### src/rtc_pkg.sv
// shared constants and types for the rtc trim, alarm and watchdog block
package rtc_pkg;

  // register indices; byte address on the bus is four times the index
  localparam logic [14:0] IDX_EVENT_FLAGS = 15'h7FF0;
  localparam logic [14:0] IDX_ALARM_SECONDS = 15'h7FF2;
  localparam logic [14:0] IDX_ALARM_MINUTES = 15'h7FF3;
  localparam logic [14:0] IDX_ALARM_HOURS = 15'h7FF4;
  localparam logic [14:0] IDX_ALARM_DATE = 15'h7FF5;
  localparam logic [14:0] IDX_INTERRUPT_CONTROL = 15'h7FF6;
  localparam logic [14:0] IDX_WATCHDOG_CONTROL = 15'h7FF7;
  localparam logic [14:0] IDX_CLOCK_TRIM = 15'h7FF8;

  // event_flags bit positions
  localparam int FLG_WDOG = 7;
  localparam int FLG_ALARM = 6;
  localparam int FLG_SUPPLY = 5;
  localparam int FLG_TEST = 2;
  localparam int FLG_HOLD = 1;
  localparam int FLG_READ = 0;

  // interrupt_control bit positions
  localparam int INT_WDOG_EN = 7;
  localparam int INT_ALARM_EN = 6;
  localparam int INT_SUPPLY_EN = 5;
  localparam int INT_POLARITY = 3;
  localparam int INT_PULSE = 2;

  // watchdog_control, clock_trim and alarm fields
  localparam int WD_KICK = 7;
  localparam int WD_LOCK = 6;
  localparam int TRIM_SIGN = 5;
  localparam int ALM_EXCLUDE = 7;

  // reset values
  localparam logic [7:0] RST_INTERRUPT_CONTROL = 8'h08;
  localparam logic [7:0] RST_WATCHDOG_CONTROL = 8'h00;
  localparam logic [7:0] RST_CLOCK_TRIM = 8'h00;
  localparam logic [7:0] RST_ALARM = 8'h80;

  // oscillator counts
  localparam logic [16:0] OSC_PER_SEC = 17'h08000;
  localparam logic [16:0] TRIM_SHORTEN = 17'h00080;
  localparam logic [16:0] TRIM_LENGTHEN = 17'h00100;
  localparam logic [5:0] SECS_PER_MIN = 6'h3C;
  localparam logic [5:0] TRIM_MINUTES = 6'h3E;
  localparam logic [4:0] TEST_HALF_PERIOD = 5'h1F;

  // interrupt pulse width
  localparam int PULSE_MS = 200;
  localparam int CLK_MHZ = 200;
  localparam int PULSE_CYCLES = PULSE_MS * 1000 * CLK_MHZ;

  // current calendar time, bcd, from the clock counters
  typedef struct packed {
    logic [7:0] date;
    logic [7:0] hours;
    logic [7:0] minutes;
    logic [7:0] seconds;
  } time_now_t;

  // interrupt pin sequencer states
  typedef enum logic [1:0] {
    IRQ_IDLE = 2'b01,
    IRQ_PULSE = 2'b10
  } irq_state_t;

endpackage

### src/rtc_trim_alarm_wdog.sv
// rtc trim, alarm, watchdog and interrupt logic behind an ahb-lite slave
`timescale 1ns/100ps

// Behaviour
// five-bit trim magnitude, bit five gives sign
// 64-minute cycle; shorten 128 or lengthen 256
// only first 2N minutes get trimmed
// positive adds counts, negative suppresses counts
// test bit toggles pin at untrimmed 512 Hz
// flag register writable only under update hold
// alarm match sets flag, pin if enabled
// field takes part only when exclude bit clear
// reading flag register clears all event flags
// alarm settings take effect when hold clears
// host keeps seconds exclude bit at zero
// watchdog ticks 32 Hz, frozen with oscillator stopped
// watchdog loads at power up, reloads on kick
// watchdog zero sets flag, pin if enabled
// timeout value writes ignored while lock set
// timeout value zero disables the watchdog
// bus access blocked on backup, counting continues
// pin needs flag and matching enable bit
// pulse about 200 ms, level until read
// no interrupts while on backup supply
// host ignores pin during power-up recall
// polarity one push-pull high, zero open-drain low
// pulse mode when one, level mode when zero
// flag read cuts an interrupt pulse short
// supply failure sets the supply fail flag
// host writes reach counters on oscillator ticks
module rtc_trim_alarm_wdog #(
  parameter int PULSE_LEN = rtc_pkg::PULSE_CYCLES
) (
  // clock and reset
  input wire logic hclk,
  input wire logic hresetn,
  // ahb-lite slave
  input wire logic hsel,
  input wire logic [31:0] haddr,
  input wire logic [1:0] htrans,
  input wire logic hwrite,
  input wire logic [2:0] hsize,
  input wire logic [31:0] hwdata,
  input wire logic hready,
  output logic [31:0] hrdata,
  output logic hreadyout,
  output logic hresp,
  // oscillator and supply
  input wire logic osc_tick,
  input wire logic osc_running,
  input wire logic on_backup,
  input wire logic power_fail,
  input wire rtc_pkg::time_now_t time_now,
  // outputs
  output logic sec_tick,
  output logic int_pin_out,
  output logic int_pin_oe
);
  import rtc_pkg::*;

  // whole module state
  typedef struct packed {
    logic [7:0] flags;          // wdf af pf - 0 cal hold read
    logic [3:0][7:0] alm_sh;    // alarm as written by host
    logic [3:0][7:0] alm_act;   // alarm used by the comparator
    logic [7:0] int_ctl;        // interrupt enables and pin mode
    logic [6:0] wd_ctl;         // lock and timeout value
    logic [7:0] trim;           // trim as written by host
    logic [5:0] trim_act;       // trim in use for this second
    logic kick_pend;            // kick waiting for next tick
    logic wd_load_pend;         // power-up load waiting
    logic [5:0] wd_cnt;         // watchdog down counter
    logic [9:0] presc;          // untrimmed oscillator divider
    logic [16:0] sec_cnt;       // trimmed count within second
    logic [5:0] sec_idx;        // second within minute
    logic [5:0] min_idx;        // minute within trim cycle
    logic test_lvl;             // 512 Hz test square wave
    logic match_q;              // alarm match last cycle
    logic irq_req_q;            // enabled source last cycle
    irq_state_t irq_st;         // pin sequencer
    logic [25:0] pulse_cnt;     // remaining pulse cycles
    logic dph_wr;               // write data phase pending
    logic [14:0] dph_idx;       // index of that write
    logic [31:0] rdata;
    logic tick_out;
    logic pin_out;
    logic pin_oe;
  } st_t;

  st_t s_q;
  st_t s_d;

  // register index from a byte address; -1 style miss when misaligned
  function automatic logic [15:0] reg_index(input logic [31:0] a);
    if (a[31:17] != 15'h0000 || a[1:0] != 2'h0) begin
      reg_index = 16'hFFFF;
    end else begin
      reg_index = {1'b0, a[16:2]};
    end
  endfunction

  // alarm slot from register index; 3'h4 means not an alarm register
  function automatic logic [2:0] alarm_slot(input logic [15:0] i);
    if (i == {1'b0, IDX_ALARM_SECONDS}) begin
      alarm_slot = 3'h0;
    end else if (i == {1'b0, IDX_ALARM_MINUTES}) begin
      alarm_slot = 3'h1;
    end else if (i == {1'b0, IDX_ALARM_HOURS}) begin
      alarm_slot = 3'h2;
    end else if (i == {1'b0, IDX_ALARM_DATE}) begin
      alarm_slot = 3'h3;
    end else begin
      alarm_slot = 3'h4;
    end
  endfunction

  // per-field alarm compare, seconds at slot 0 up to date at slot 3
  logic [3:0][6:0] now_f;
  logic [3:0] fld_ok;
  logic [3:0] fld_in;
  assign now_f[0] = time_now.seconds[6:0];
  assign now_f[1] = time_now.minutes[6:0];
  assign now_f[2] = time_now.hours[6:0];
  assign now_f[3] = time_now.date[6:0];

  // fields compare on bits 6:0; bit 7 is the exclude mark
  genvar g;
  generate
    for (g = 0; g < 4; g++) begin : g_alm
      // an excluded field always agrees
      assign fld_in[g] = ~s_q.alm_act[g][ALM_EXCLUDE];
      assign fld_ok[g] = ~fld_in[g] |
                         (s_q.alm_act[g][6:0] == now_f[g]);
    end
  endgenerate

  // all fields excluded never fires; one included field is enough
  logic alarm_match;
  assign alarm_match = (|fld_in) & (&fld_ok);

  // next state
  always_comb begin
    logic [15:0] aidx;
    logic [15:0] widx;
    logic [2:0] slot;
    logic tick;
    logic wd_tick;
    logic sec_end;
    logic trim_min;
    logic [16:0] sec_len;
    logic flag_rd;
    logic wd_hit;
    logic irq_req;
    logic active;
    // every local gets a value first so no path leaves a latch
    aidx = reg_index(haddr);
    widx = {1'b0, s_q.dph_idx};
    slot = 3'h0;
    tick = 1'b0;
    wd_tick = 1'b0;
    sec_end = 1'b0;
    trim_min = 1'b0;
    sec_len = OSC_PER_SEC;
    flag_rd = 1'b0;
    wd_hit = 1'b0;
    irq_req = 1'b0;
    active = 1'b0;
    s_d = s_q;
    s_d.tick_out = 1'b0;
    // stopped oscillator gives no counts at all
    tick = osc_tick & osc_running;

    // the test wave and the watchdog use the raw divider, so a
    // trim setting can never move their rates
    // untrimmed divider for the test wave and the watchdog rate
    wd_tick = 1'b0;
    if (tick) begin
      s_d.presc = s_q.presc + 10'h001;
      if (s_q.presc[4:0] == TEST_HALF_PERIOD) begin
        s_d.test_lvl = ~s_q.test_lvl;
      end
      wd_tick = (s_q.presc == 10'h3FF);
    end

    // minute index wraps by itself at 64, closing the trim cycle
    // trimmed second: first second of an early minute is altered
    trim_min = (s_q.min_idx < {s_q.trim_act[4:0], 1'b0}) &&
               (s_q.min_idx < TRIM_MINUTES);
    sec_len = OSC_PER_SEC;
    if (trim_min && s_q.sec_idx == 6'h00) begin
      if (s_q.trim_act[TRIM_SIGN]) begin
        sec_len = OSC_PER_SEC + TRIM_LENGTHEN;
      end else begin
        sec_len = OSC_PER_SEC - TRIM_SHORTEN;
      end
    end
    sec_end = tick && (s_q.sec_cnt == sec_len - 17'h00001);
    if (tick) begin
      s_d.sec_cnt = s_q.sec_cnt + 17'h00001;
    end
    if (sec_end) begin
      s_d.sec_cnt = 17'h00000;
      s_d.tick_out = 1'b1;
      // new trim only at a second boundary so no count is split
      s_d.trim_act = s_q.trim[5:0];
      if (s_q.sec_idx == SECS_PER_MIN - 6'h01) begin
        s_d.sec_idx = 6'h00;
        s_d.min_idx = s_q.min_idx + 6'h01;
      end else begin
        s_d.sec_idx = s_q.sec_idx + 6'h01;
      end
    end

    // watchdog: kicks and the power-up load land on an oscillator tick
    // a timeout write alone leaves the running count untouched;
    // a kick, or the next expiry, restarts it from the new value
    if (tick && (s_q.wd_load_pend || s_q.kick_pend)) begin
      s_d.wd_cnt = s_q.wd_ctl[5:0];
      s_d.wd_load_pend = 1'b0;
      s_d.kick_pend = 1'b0;
    end else if (wd_tick && s_q.wd_ctl[5:0] != 6'h00) begin
      if (s_q.wd_cnt <= 6'h01) begin
        // expiry, then free-run again from the timeout value
        wd_hit = 1'b1;
        s_d.wd_cnt = s_q.wd_ctl[5:0];
      end else begin
        s_d.wd_cnt = s_q.wd_cnt - 6'h01;
      end
    end

    // writes land at the end of their data phase, when hwdata stands
    // ahb data phase of a write
    if (s_q.dph_wr && !on_backup) begin
      slot = alarm_slot(widx);
      if (widx == {1'b0, IDX_EVENT_FLAGS}) begin
        // hold bit always writable; test and read bits only while hold is set
        s_d.flags[FLG_HOLD] = hwdata[FLG_HOLD];
        if (s_q.flags[FLG_HOLD]) begin
          s_d.flags[FLG_TEST] = hwdata[FLG_TEST];
          s_d.flags[FLG_READ] = hwdata[FLG_READ];
        end
        if (s_q.flags[FLG_HOLD] && !hwdata[FLG_HOLD]) begin
          s_d.alm_act = s_q.alm_sh;
        end
      end else if (slot != 3'h4) begin
        // kept aside until hold drops back
        s_d.alm_sh[slot[1:0]] = hwdata[7:0];
      end else if (widx == {1'b0, IDX_INTERRUPT_CONTROL}) begin
        s_d.int_ctl = hwdata[7:0] & 8'hEC;
      end else if (widx == {1'b0, IDX_WATCHDOG_CONTROL}) begin
        s_d.wd_ctl[6] = hwdata[WD_LOCK];
        if (!hwdata[WD_LOCK]) begin
          s_d.wd_ctl[5:0] = hwdata[5:0];
        end
        if (hwdata[WD_KICK]) begin
          s_d.kick_pend = 1'b1;
        end
      end else if (widx == {1'b0, IDX_CLOCK_TRIM}) begin
        s_d.trim = hwdata[7:0] & 8'hBF;
      end
    end

    // hsize is not decoded; every register is one aligned word
    // ahb address phase; zero wait states, read data ready next edge
    s_d.dph_wr = 1'b0;
    if (hsel && htrans[1] && hready) begin
      s_d.dph_wr = hwrite;
      s_d.dph_idx = aidx[14:0];
      s_d.rdata = 32'h0000_0000;
      if (!hwrite && !on_backup) begin
        slot = alarm_slot(aidx);
        if (aidx == {1'b0, IDX_EVENT_FLAGS}) begin
          s_d.rdata[7:0] = s_q.flags;
          flag_rd = 1'b1;
        end else if (slot != 3'h4) begin
          s_d.rdata[7:0] = s_q.alm_sh[slot[1:0]];
        end else if (aidx == {1'b0, IDX_INTERRUPT_CONTROL}) begin
          s_d.rdata[7:0] = s_q.int_ctl;
        end else if (aidx == {1'b0, IDX_WATCHDOG_CONTROL}) begin
          s_d.rdata[7:0] = {1'b0, s_q.wd_ctl};
        end else if (aidx == {1'b0, IDX_CLOCK_TRIM}) begin
          s_d.rdata[7:0] = s_q.trim;
        end
      end
    end

    // the clear sits above the sets so a same-cycle event survives
    // event flags: a read clears, a same-cycle event still sets
    if (flag_rd) begin
      s_d.flags[FLG_WDOG] = 1'b0;
      s_d.flags[FLG_ALARM] = 1'b0;
      s_d.flags[FLG_SUPPLY] = 1'b0;
    end
    s_d.match_q = alarm_match;
    if (alarm_match && !s_q.match_q) begin
      s_d.flags[FLG_ALARM] = 1'b1;
    end
    if (wd_hit) begin
      s_d.flags[FLG_WDOG] = 1'b1;
    end
    if (power_fail) begin
      s_d.flags[FLG_SUPPLY] = 1'b1;
    end

    // enabled source present, and only on main supply
    irq_req = ~on_backup & (
      (s_q.flags[FLG_WDOG] & s_q.int_ctl[INT_WDOG_EN]) |
      (s_q.flags[FLG_ALARM] & s_q.int_ctl[INT_ALARM_EN]) |
      (s_q.flags[FLG_SUPPLY] & s_q.int_ctl[INT_SUPPLY_EN]));
    s_d.irq_req_q = irq_req;

    // pulse counter width covers the default length at 200 MHz
    // pulse sequencer
    case (s_q.irq_st)
      IRQ_IDLE: begin
        // only a rising request starts a pulse; a source that stays
        // set does not retrigger until its flag is read
        if (irq_req && !s_q.irq_req_q && s_q.int_ctl[INT_PULSE]) begin
          s_d.irq_st = IRQ_PULSE;
          s_d.pulse_cnt = 26'(PULSE_LEN - 1);
        end
      end
      IRQ_PULSE: begin
        if (flag_rd || on_backup || s_q.pulse_cnt == 26'h0000000) begin
          s_d.irq_st = IRQ_IDLE;
        end else begin
          s_d.pulse_cnt = s_q.pulse_cnt - 26'h0000001;
        end
      end
      default: begin
        s_d.irq_st = IRQ_IDLE;
      end
    endcase

    // active level: test wave, pulse, or held level
    if (s_q.flags[FLG_TEST]) begin
      active = s_q.test_lvl;
    end else if (s_q.int_ctl[INT_PULSE]) begin
      active = (s_q.irq_st == IRQ_PULSE);
    end else begin
      active = irq_req;
    end

    // open-drain mode never drives high; the board pull-up does
    // push-pull active high, or open-drain pulling low
    if (s_q.int_ctl[INT_POLARITY]) begin
      s_d.pin_out = active;
      s_d.pin_oe = 1'b1;
    end else begin
      s_d.pin_out = 1'b0;
      s_d.pin_oe = active;
    end
  end

  // state register; power-up load of the watchdog is queued here
  always_ff @(posedge hclk or negedge hresetn) begin
    if (!hresetn) begin
      s_q <= '0;
      s_q.alm_sh <= {4{RST_ALARM}};
      s_q.alm_act <= {4{RST_ALARM}};
      s_q.int_ctl <= RST_INTERRUPT_CONTROL;
      s_q.wd_ctl <= RST_WATCHDOG_CONTROL[6:0];
      s_q.trim <= RST_CLOCK_TRIM;
      s_q.wd_load_pend <= 1'b1;
      s_q.irq_st <= IRQ_IDLE;
      s_q.pin_oe <= 1'b1; // defaults to push-pull inactive low
    end else begin
      s_q <= s_d;
    end
  end

  // bus and pin outputs from the state register; hreadyout held high, hresp low
  always_comb begin
    hrdata = s_q.rdata;
    hreadyout = ~s_q.dph_wr | 1'b1;
    hresp = 1'b0;
    sec_tick = s_q.tick_out;
    int_pin_out = s_q.pin_out;
    int_pin_oe = s_q.pin_oe;
  end

endmodule

### config.mk
export PLATFORM = sky130hd
export DESIGN_NAME = rtc_trim_alarm_wdog
export DESIGN_NICKNAME = d
export VERILOG_FILES = /design/src/rtc_pkg.sv /design/src/rtc_trim_alarm_wdog.sv
export SDC_FILE = /design/constraint.sdc
export NUM_CORES = 1
export LEC_CHECK = 0
export ABC_AREA = 1
export BUFFER_PORTS_ARGS = -buffer_cell sky130_fd_sc_hd__buf_4
export CAP_MARGIN = 0
export CELL_PAD_IN_SITES_DETAIL_PLACEMENT = 1
export CELL_PAD_IN_SITES_GLOBAL_PLACEMENT = 1
export CORE_ASPECT_RATIO = 1.75
export CORE_UTILIZATION = 47
export DETAILED_ROUTE_END_ITERATION = 10
export PLACE_DENSITY = 0.91
export SLEW_MARGIN = 5
export SYNTH_ARGS = -nofsm -noshare
export SYNTH_HDL_FRONTEND = slang
export SYNTH_SLANG_ARGS = --single-unit
### constraint.sdc
create_clock -name hclk -period 3.7 [get_ports hclk]
set_input_delay 0.37 -clock hclk [delete_from_list [all_inputs] [get_ports hclk]]
set_output_delay 0.37 -clock hclk [all_outputs]
set_load 0.01 [all_outputs]
==> results of run 1 <==
## per-stage QoR
| step | util | std cells | area, um^2 |
|---|---|---|---|
| floorplan | - | 1370 | 11000 |
| detailed placement | 0.514 | 1702 | 11700 |
| CTS | 0.539 | 1734 | 12300 |
| finish | 0.539 | 1734 | 12300 |
| global route | 0.539 | 1734 | 12300 |
| global placement | 0.514 | 1702 | 11700 |
## sequential cells by signal, indices dropped and copies added, names as in the netlist
| name | cells |
|---|---|
| hrdata | 8 |
| int_pin_oe | 1 |
| int_pin_out | 1 |
| s_q | 189 |
| sec_tick | 1 |
## cells by family after synthesis
logic type                 after synthesis
AOI/OAI and AO/OA                      209
xor gates and xnor gates                66
other                                    2
buffers and inverters                  253
adders and majority gates               13
DFF                                    200
muxes                                   10
and+or+nand+nor                        593
## power by group through the flow
stage	sequential, uW	combinational (uW)	clock (uW)
after floorplan	2480	604	0
after global placement	2510	790	0
after detailed placement	2510	841	0
after CTS	2480	863	1880
after global routing	2500	978	1950
final	2480	860	1860
## worst max-delay path, delay by kind of cell, from the launching register on
family | cells | cell delay, ns
buf+inv | 2 | 0.52
flops | 1 | 0.42
compound gates | 2 | 0.36
simple gates | 7 | 1.31
fa+ha+maj | 1 | 0.36
## cell usage after synthesis (12+ instances only)
library cell    n  area (um^2)
buf_4          37          278
xnor2_1        28          245
dfrtp_1       188         4700
o21ai_0       151          756
ha_1           13          163
a21oi_1        13         65.1
nand3_1        91          455
nor4_1         15         93.8
nand4_1        27          169
nor3_1         25          125
clkbuf_1       13         48.8
nand2_1       292         1100
dfstp_2        12          315
xor2_1         37          324
inv_1         183          687
nor2_1        104          390
## path summary, 6_finish.rpt
| path | start | end | slack, ns | depth (start not counted) |
|---|---|---|---|---|
| max reg2reg | s_q[51]$_DFFE_PN0P_ | s_q[63]$_DFFE_PN0P_ | 0.65 | 12 |
| min in group hclk | power_fail | s_q[227]$_DFFE_PN0P_ | 0.14 | 2 |
| max in group asynchronous | hresetn | s_q[203]$_DFFE_PN0P_ | 2.62 | 2 |
| min reg2reg | s_q[127]$_DFFE_PN1P_ | s_q[127]$_DFFE_PN1P_ | 0.45 | 2 |
| min | hresetn | s_q[43]$_DFFE_PN0P_ | -0.02 | 1 |
| max | s_q[51]$_DFFE_PN0P_ | s_q[63]$_DFFE_PN0P_ | 0.65 | 12 |
## area by class of cell
| cell class | instances | area (um^2) |
|---|---|---|
| Fill cell | 2796 | 10500 |
| Inverter | 188 | 712 |
| Tap cell | 300 | 375 |
| Sequential cell | 200 | 5020 |
| Clock inverter | 14 | 133 |
| Timing Repair Buffer | 97 | 734 |
| Clock buffer | 18 | 439 |
| Multi-Input combinational cell | 917 | 4850 |
## routing by layer
layer  wire length (um)  part of all wire  vias to the layer above  GRT usage
met4               2390             0.073                        0      0.216
met1              11600              0.35                     4792      0.303
li1                   -                 -                     4444          -
met2              18100              0.55                      257      0.550
met5                  0                 0                        -          0
met3                837             0.025                      136     0.0404
==> impl_results.md, run 1 <==
* Synth async-reset ratio at 1.00
* Setup TNS at 0 ns
* Cell row count at 73
* Unrepaired setup endpoints after global routing: false
* Fin crit share at 0.825
* Syn-to-layout area delta at 12.3%
* Cells along the critical path: inv_1 > ha_1 > nand2_1 > nor2_1 > nand2_1 > nor2_1 > a311oi_1 > nand2_2 > nand2_2 > inv_2 > o21ai_0 > nand3_1
* Max Slew Vio Count at 0
* Slew @ Worst Pin at between 0.8 and 0.9 ns
* Final setup margin at 0.646 ns
* Die Width at about 120 um
* Failing checks: hold timing
* Vias per cell at between 5 and 6
* Post-synth EDFFs at 0
* Avg Synthesized Cell Area at between 8 and 9 um^2
* Leakage at between 0.005 and 0.006 uW
* Overall Global Routing Usage at 0.300
* Post-synthesis cell area at between 10000 and 15000 um^2
* Worst IR drop on VDD at approximately 0.3 mV
* CTS root buffer: clkbuf_16
* Core footprint at 22700 um^2
* Critical path launch point type: flop
* Share of power burned in registers at 0.477
* Num CTS Buffers at 17
* Endpoint type of the worst setup path: flop
* Ant diodes at 0
* Comb power frac at 0.165
* Setup Fix Bufs, Post-CTS at 0
* Crit Path Max Fanout at 21
* Minimum clock period after layout at a little over 3 ns
* Net Switching at around 1700 uW
* Hold buffers post-CTS at 0
* Primary FF master, synth: dfrtp_1
* Placed wire-length estimate at 23500 um
* Compound-Gate Fraction of Synth Area at 0.106
* Drt pass-1 iters at 5
* Critical Path Max Stage Delay at approximately 0.42 ns
* MaxCap Viol Count at 0
* Yosys cell types at just under 60
* Vias in the first global route at 10700
* Register area share after synthesis at 0.459
* Via Count at between 9000 and 10000
* Post-Synth Adder-Cell Area at 0.0149
* Synth Area in XOR/XNOR at 0.0536
* Routed Antenna Nets at 0
* Most frequent cells in the layout: nand2_1 (292), dfrtp_1 (188), inv_1 (183)
* Routability cong. at a little under 0.9
* GRT Residual Overflow at 0
* Share of layout cells above drive strength 1 at 0.133
* Worst slack at placement at 0.877 ns
* Sw frac at 0.321
* Clk pwr share at 0.358
* Combinational family with the most area after synthesis: simple AND/OR/NAND/NOR gates
* H-tree levels at 4
* DRT iter0 DRCs at approximately 570
* Final wirelength at roughly 33000 um
* Final hold vios at 9
* DR DRC count at 0
* PD cells at roughly 420 nW/um^2
* First-pass GRT wire length at about 54000 um
* Critical Path RT at approximately 4.1 ns
* Worst clock skew at roughly 0.013 ns
* Status: finished with violations
* Syn Inst Count at 1346
* Setup CP Type: flop to flop
* Max-slew headroom at 0.438
* WP data arrival at ~3.4 ns
* Largest net degree at the start of global routing at ~100
* Post-Synth Simple-Gate Area at 0.250
* CTS clk-pin slew, worst paths at 0.07 ns
* Post-CTS Resized at 0
* Setup Viol. Count Final at 0
* Drt wl/cell at 19.0 um
* Highest Clock Rate at around 330 MHz
* Hold slack at -0.0223 ns
* Starting Density at 0.480
* Overall Power at approximately 5200 uW
* DIE AREA at between 20000 and 25000 um^2
* Commonest non-fill, non-tap cell in the layout: nand2_1
* Proportion of synthesized area in mux cells at 0.0103
* Hold WC Path Type: primary input to async pin
* Die H at slightly above 200 um
* Sink Count at 200
* TritonCTS clock tree: done
* Pint at approximately 3500 uW
* Register bit total from synthesis at 200
* Yosys warnings at 0
* Final nets at 1544
* Antenna violations before repair at 0
* Port Buffers at between 80 and 90
* Clock Latency Late Sink at 0.46 ns
* Critical Path Slowest Stage Cell: dfrtp_1
* CTS Buffer Depth at 2
* Io pins at between 100 and 150
Note: power is estimated with default switching activity, not from simulation.
==> run 2: changes to the inputs <==
--- a/config.mk
+++ b/config.mk
@@ -11,9 +11,9 @@
 export CELL_PAD_IN_SITES_DETAIL_PLACEMENT = 1
 export CELL_PAD_IN_SITES_GLOBAL_PLACEMENT = 1
 export CORE_ASPECT_RATIO = 1.75
-export CORE_UTILIZATION = 47
+export CORE_UTILIZATION = 39
 export DETAILED_ROUTE_END_ITERATION = 10
-export PLACE_DENSITY = 0.91
+export PLACE_DENSITY = 0.81
 export SLEW_MARGIN = 5
 export SYNTH_ARGS = -nofsm -noshare
 export SYNTH_HDL_FRONTEND = slang
==> constraint.sdc (replaced) <==
create_clock -name hclk -period 2.7 [get_ports hclk]
set_input_delay 0.27 -clock hclk [delete_from_list [all_inputs] [get_ports hclk]]
set_output_delay 0.27 -clock hclk [all_outputs]
set_load 0.01 [all_outputs]
==> run 2 against run 1 <==
- the flow now finishes without violations
- first-iteration DRC count shrank 34%
- critical path type unchanged
- sequential power grew 37%
- hold slack gained 0.040 ns
- highest routed layer unchanged
- power grew 38%
- utilization shrank 8.4 points
==> impl_results.md, run 2 (synthesis results as in run 1) <==
* Final Cell Area at 12500 um^2 (+1.8%)
* DR DRC count at 0 (unchanged)
* CTS clk-pin slew, worst paths at 0.07 ns (about the same)
* Fill cells at 3444 (+23%)
* Sink Count at 200 (unchanged)
* Fin crit share at 0.902 (+0.0763)
* Unrepaired setup endpoints after global routing: true
* Share of layout cells above drive strength 1 at 0.140 (+0.00729)
* Syn-to-layout area delta at 14.3%
* DRT iter0 DRCs at 380 (-34%)
* Cell Area, Placed at 11900 um^2 (+1.6%)
* Worst slack at placement at 0.0983 ns (-0.779 ns)
* Die H at 223 um (+9.7%)
* DIE AREA at 28700 um^2 (+20%)
* WP buf/inv at 2 (unchanged)
* Leakage at 0.00591 uW (+1.3%)
* Vias in the first global route at 10000 (-6.1%)
* Max reg flops at 189 (unchanged)
* First-pass GRT wire length at 50900 um (-6.2%)
* Num CTS Buffers at 17 (unchanged)
* R2R setup slack at 0.27 ns (-0.38 ns)
* Critical path launch point type: flop
* Setup CP Type: flop to flop
* Antenna violations before repair at 0 (unchanged)
* CTS root buffer: clkbuf_16
* TritonCTS clock tree: done
* Drt wl/cell at 17.0 um (-10%)
* Drt pass-1 iters at 5 (unchanged)
* Die Width at 129 um (+9.6%)
* Minimum clock period after layout at 2.43 ns (-0.619 ns)
* Commonest non-fill, non-tap cell in the layout: nand2_1
* Via Count at 9204 (-4.4%)
* Critical Path RT at 3.06 ns (-1.02 ns)
* Largest net degree at the start of global routing at 66 (-35%)
* Final hold vios at 0 (-9)
* Fin util at 0.455 (-0.0840)
* Setup Viol. Count Final at 0 (unchanged)
* Slew @ Worst Pin at 0.729 ns (-0.114 ns)
* GRT Residual Overflow at 0 (unchanged)
* Hold slack at 0.0172 ns (+0.0396 ns)
* Max Slew Vio Count at 0 (unchanged)
* Overall Global Routing Usage at 0.232 (-0.0682)
* Starting Density at 0.398 (-0.0820)
* Final setup margin at 0.266 ns (-0.381 ns)
* CTS Buffer Depth at 2 (unchanged)
* Core footprint at 27400 um^2 (+21%)
* Cell row count at 80 (+9.6%)
* Most frequent cells in the layout: nand2_1 (292), dfrtp_1 (188), inv_1 (183)
* PD cells at 576 nW/um^2 (+36%)
* Ant diodes at 0 (unchanged)
* Top delay family on crit path: simple AND/OR/NAND/NOR gates
* Hold WC Path Type: primary input to flop
* Worst clock skew at 0.00987 ns (-0.00288 ns)
* Vias per cell at 5.07 (-8.6%)
* WP data arrival at 2.79 ns (-0.65 ns)
* Final nets at 1557 (+0.84%)
* Port Buffers at 88 (unchanged)
* Clock Latency Late Sink at 0.47 ns (about the same)
* Critical Path Slowest Stage Cell: dfrtp_1
* Placed wire-length estimate at 23300 um (-0.59%)
* Max-slew headroom at 0.512 (+0.0740)
* Largest Register: s_q
* MaxCap Viol Count at 0 (unchanged)
* Worst IR drop on VDD at 0.449 mV (+53%)
* Cells along the critical path: ha_1 > nand2_1 > inv_1 > o21ai_0 > nand3_1 > nor2_1 > nand3_1 > o21ai_0 > nand3_1 > nor2_2 > inv_1 > o21ai_0 > a21oi_1
* Highest Clock Rate at 411 MHz (+25%)
* Final wirelength at 30900 um (-6.3%)
* Routability cong. at 0.872 (-0.40%)
* Endpoint type of the worst setup path: flop
* H-tree levels at 4 (unchanged)
* Crit Path Max Fanout at 6 (-71%)
* Critical Path Max Stage Delay at 0.42 ns (about the same)
* Io pins at 147 (unchanged)
* Status: finished clean
* Routed Antenna Nets at 0 (unchanged)
run 2: final timing paths:
check                                     start              endpoint  depth (start not counted)
min                                  power_fail  s_q[227]$_DFFE_PN0P_                          2
max reg2reg                 s_q[85]$_DFFE_PN0P_   s_q[91]$_DFFE_PN0N_                         13
min reg2reg                s_q[127]$_DFFE_PN1P_  s_q[127]$_DFFE_PN1P_                          2
max                         s_q[85]$_DFFE_PN0P_   s_q[91]$_DFFE_PN0N_                         13
max in group asynchronous               hresetn  s_q[221]$_DFFE_PN1P_                          3
min in group asynchronous               hresetn   s_q[39]$_DFFE_PN0P_                          2
run 2: area by class of cell:
class / instances / area (um^2) / share of cell area
tap: 369 / 462 / 0.0370
timing repair buffer: 110 / 851 / 0.0681
inverter: 188 / 712 / 0.0570
multi-input combinational: 917 / 4870 / 0.390
clock buffer: 20 / 457 / 0.0366
clock inverter: 10 / 120 / 0.00962
sequential: 200 / 5020 / 0.402
run 2: stage by stage:
step,setup TNS [ns],total power [uW],cells
global placement,0,4560,1783
detailed placement,0,4640,1783
global route,-0.0142,7540,1814
CTS,0,7250,1814
floorplan,0,4220,1370
finish,0,7200,1814
run 2: what timing repair did:
item,CTS,global route
endpoints found under the setup margin,0,5
endpoints found under the hold margin,59,0
buffers inserted,0,0
resized for setup,0,4
hold buffers,1,0
run 2: layer usage:
| metal | track usage | share of wire | up-vias |
|---|---|---|---|
| met2 | 0.450 | 0.57 | 146 |
| met5 | 0 | 0 | - |
| met1 | 0.238 | 0.37 | 4532 |
| met3 | 0.0273 | 0.019 | 58 |
| met4 | 0.117 | 0.035 | 0 |
| li1 | - | - | 4468 |
run 2: power by group:
| group | internal [uW] | switching [uW] | total, uW |
|---|---|---|---|
| logic | 416 | 773 | 1190 |
| clock network | 1410 | 1200 | 2610 |
| registers | 3210 | 190 | 3400 |
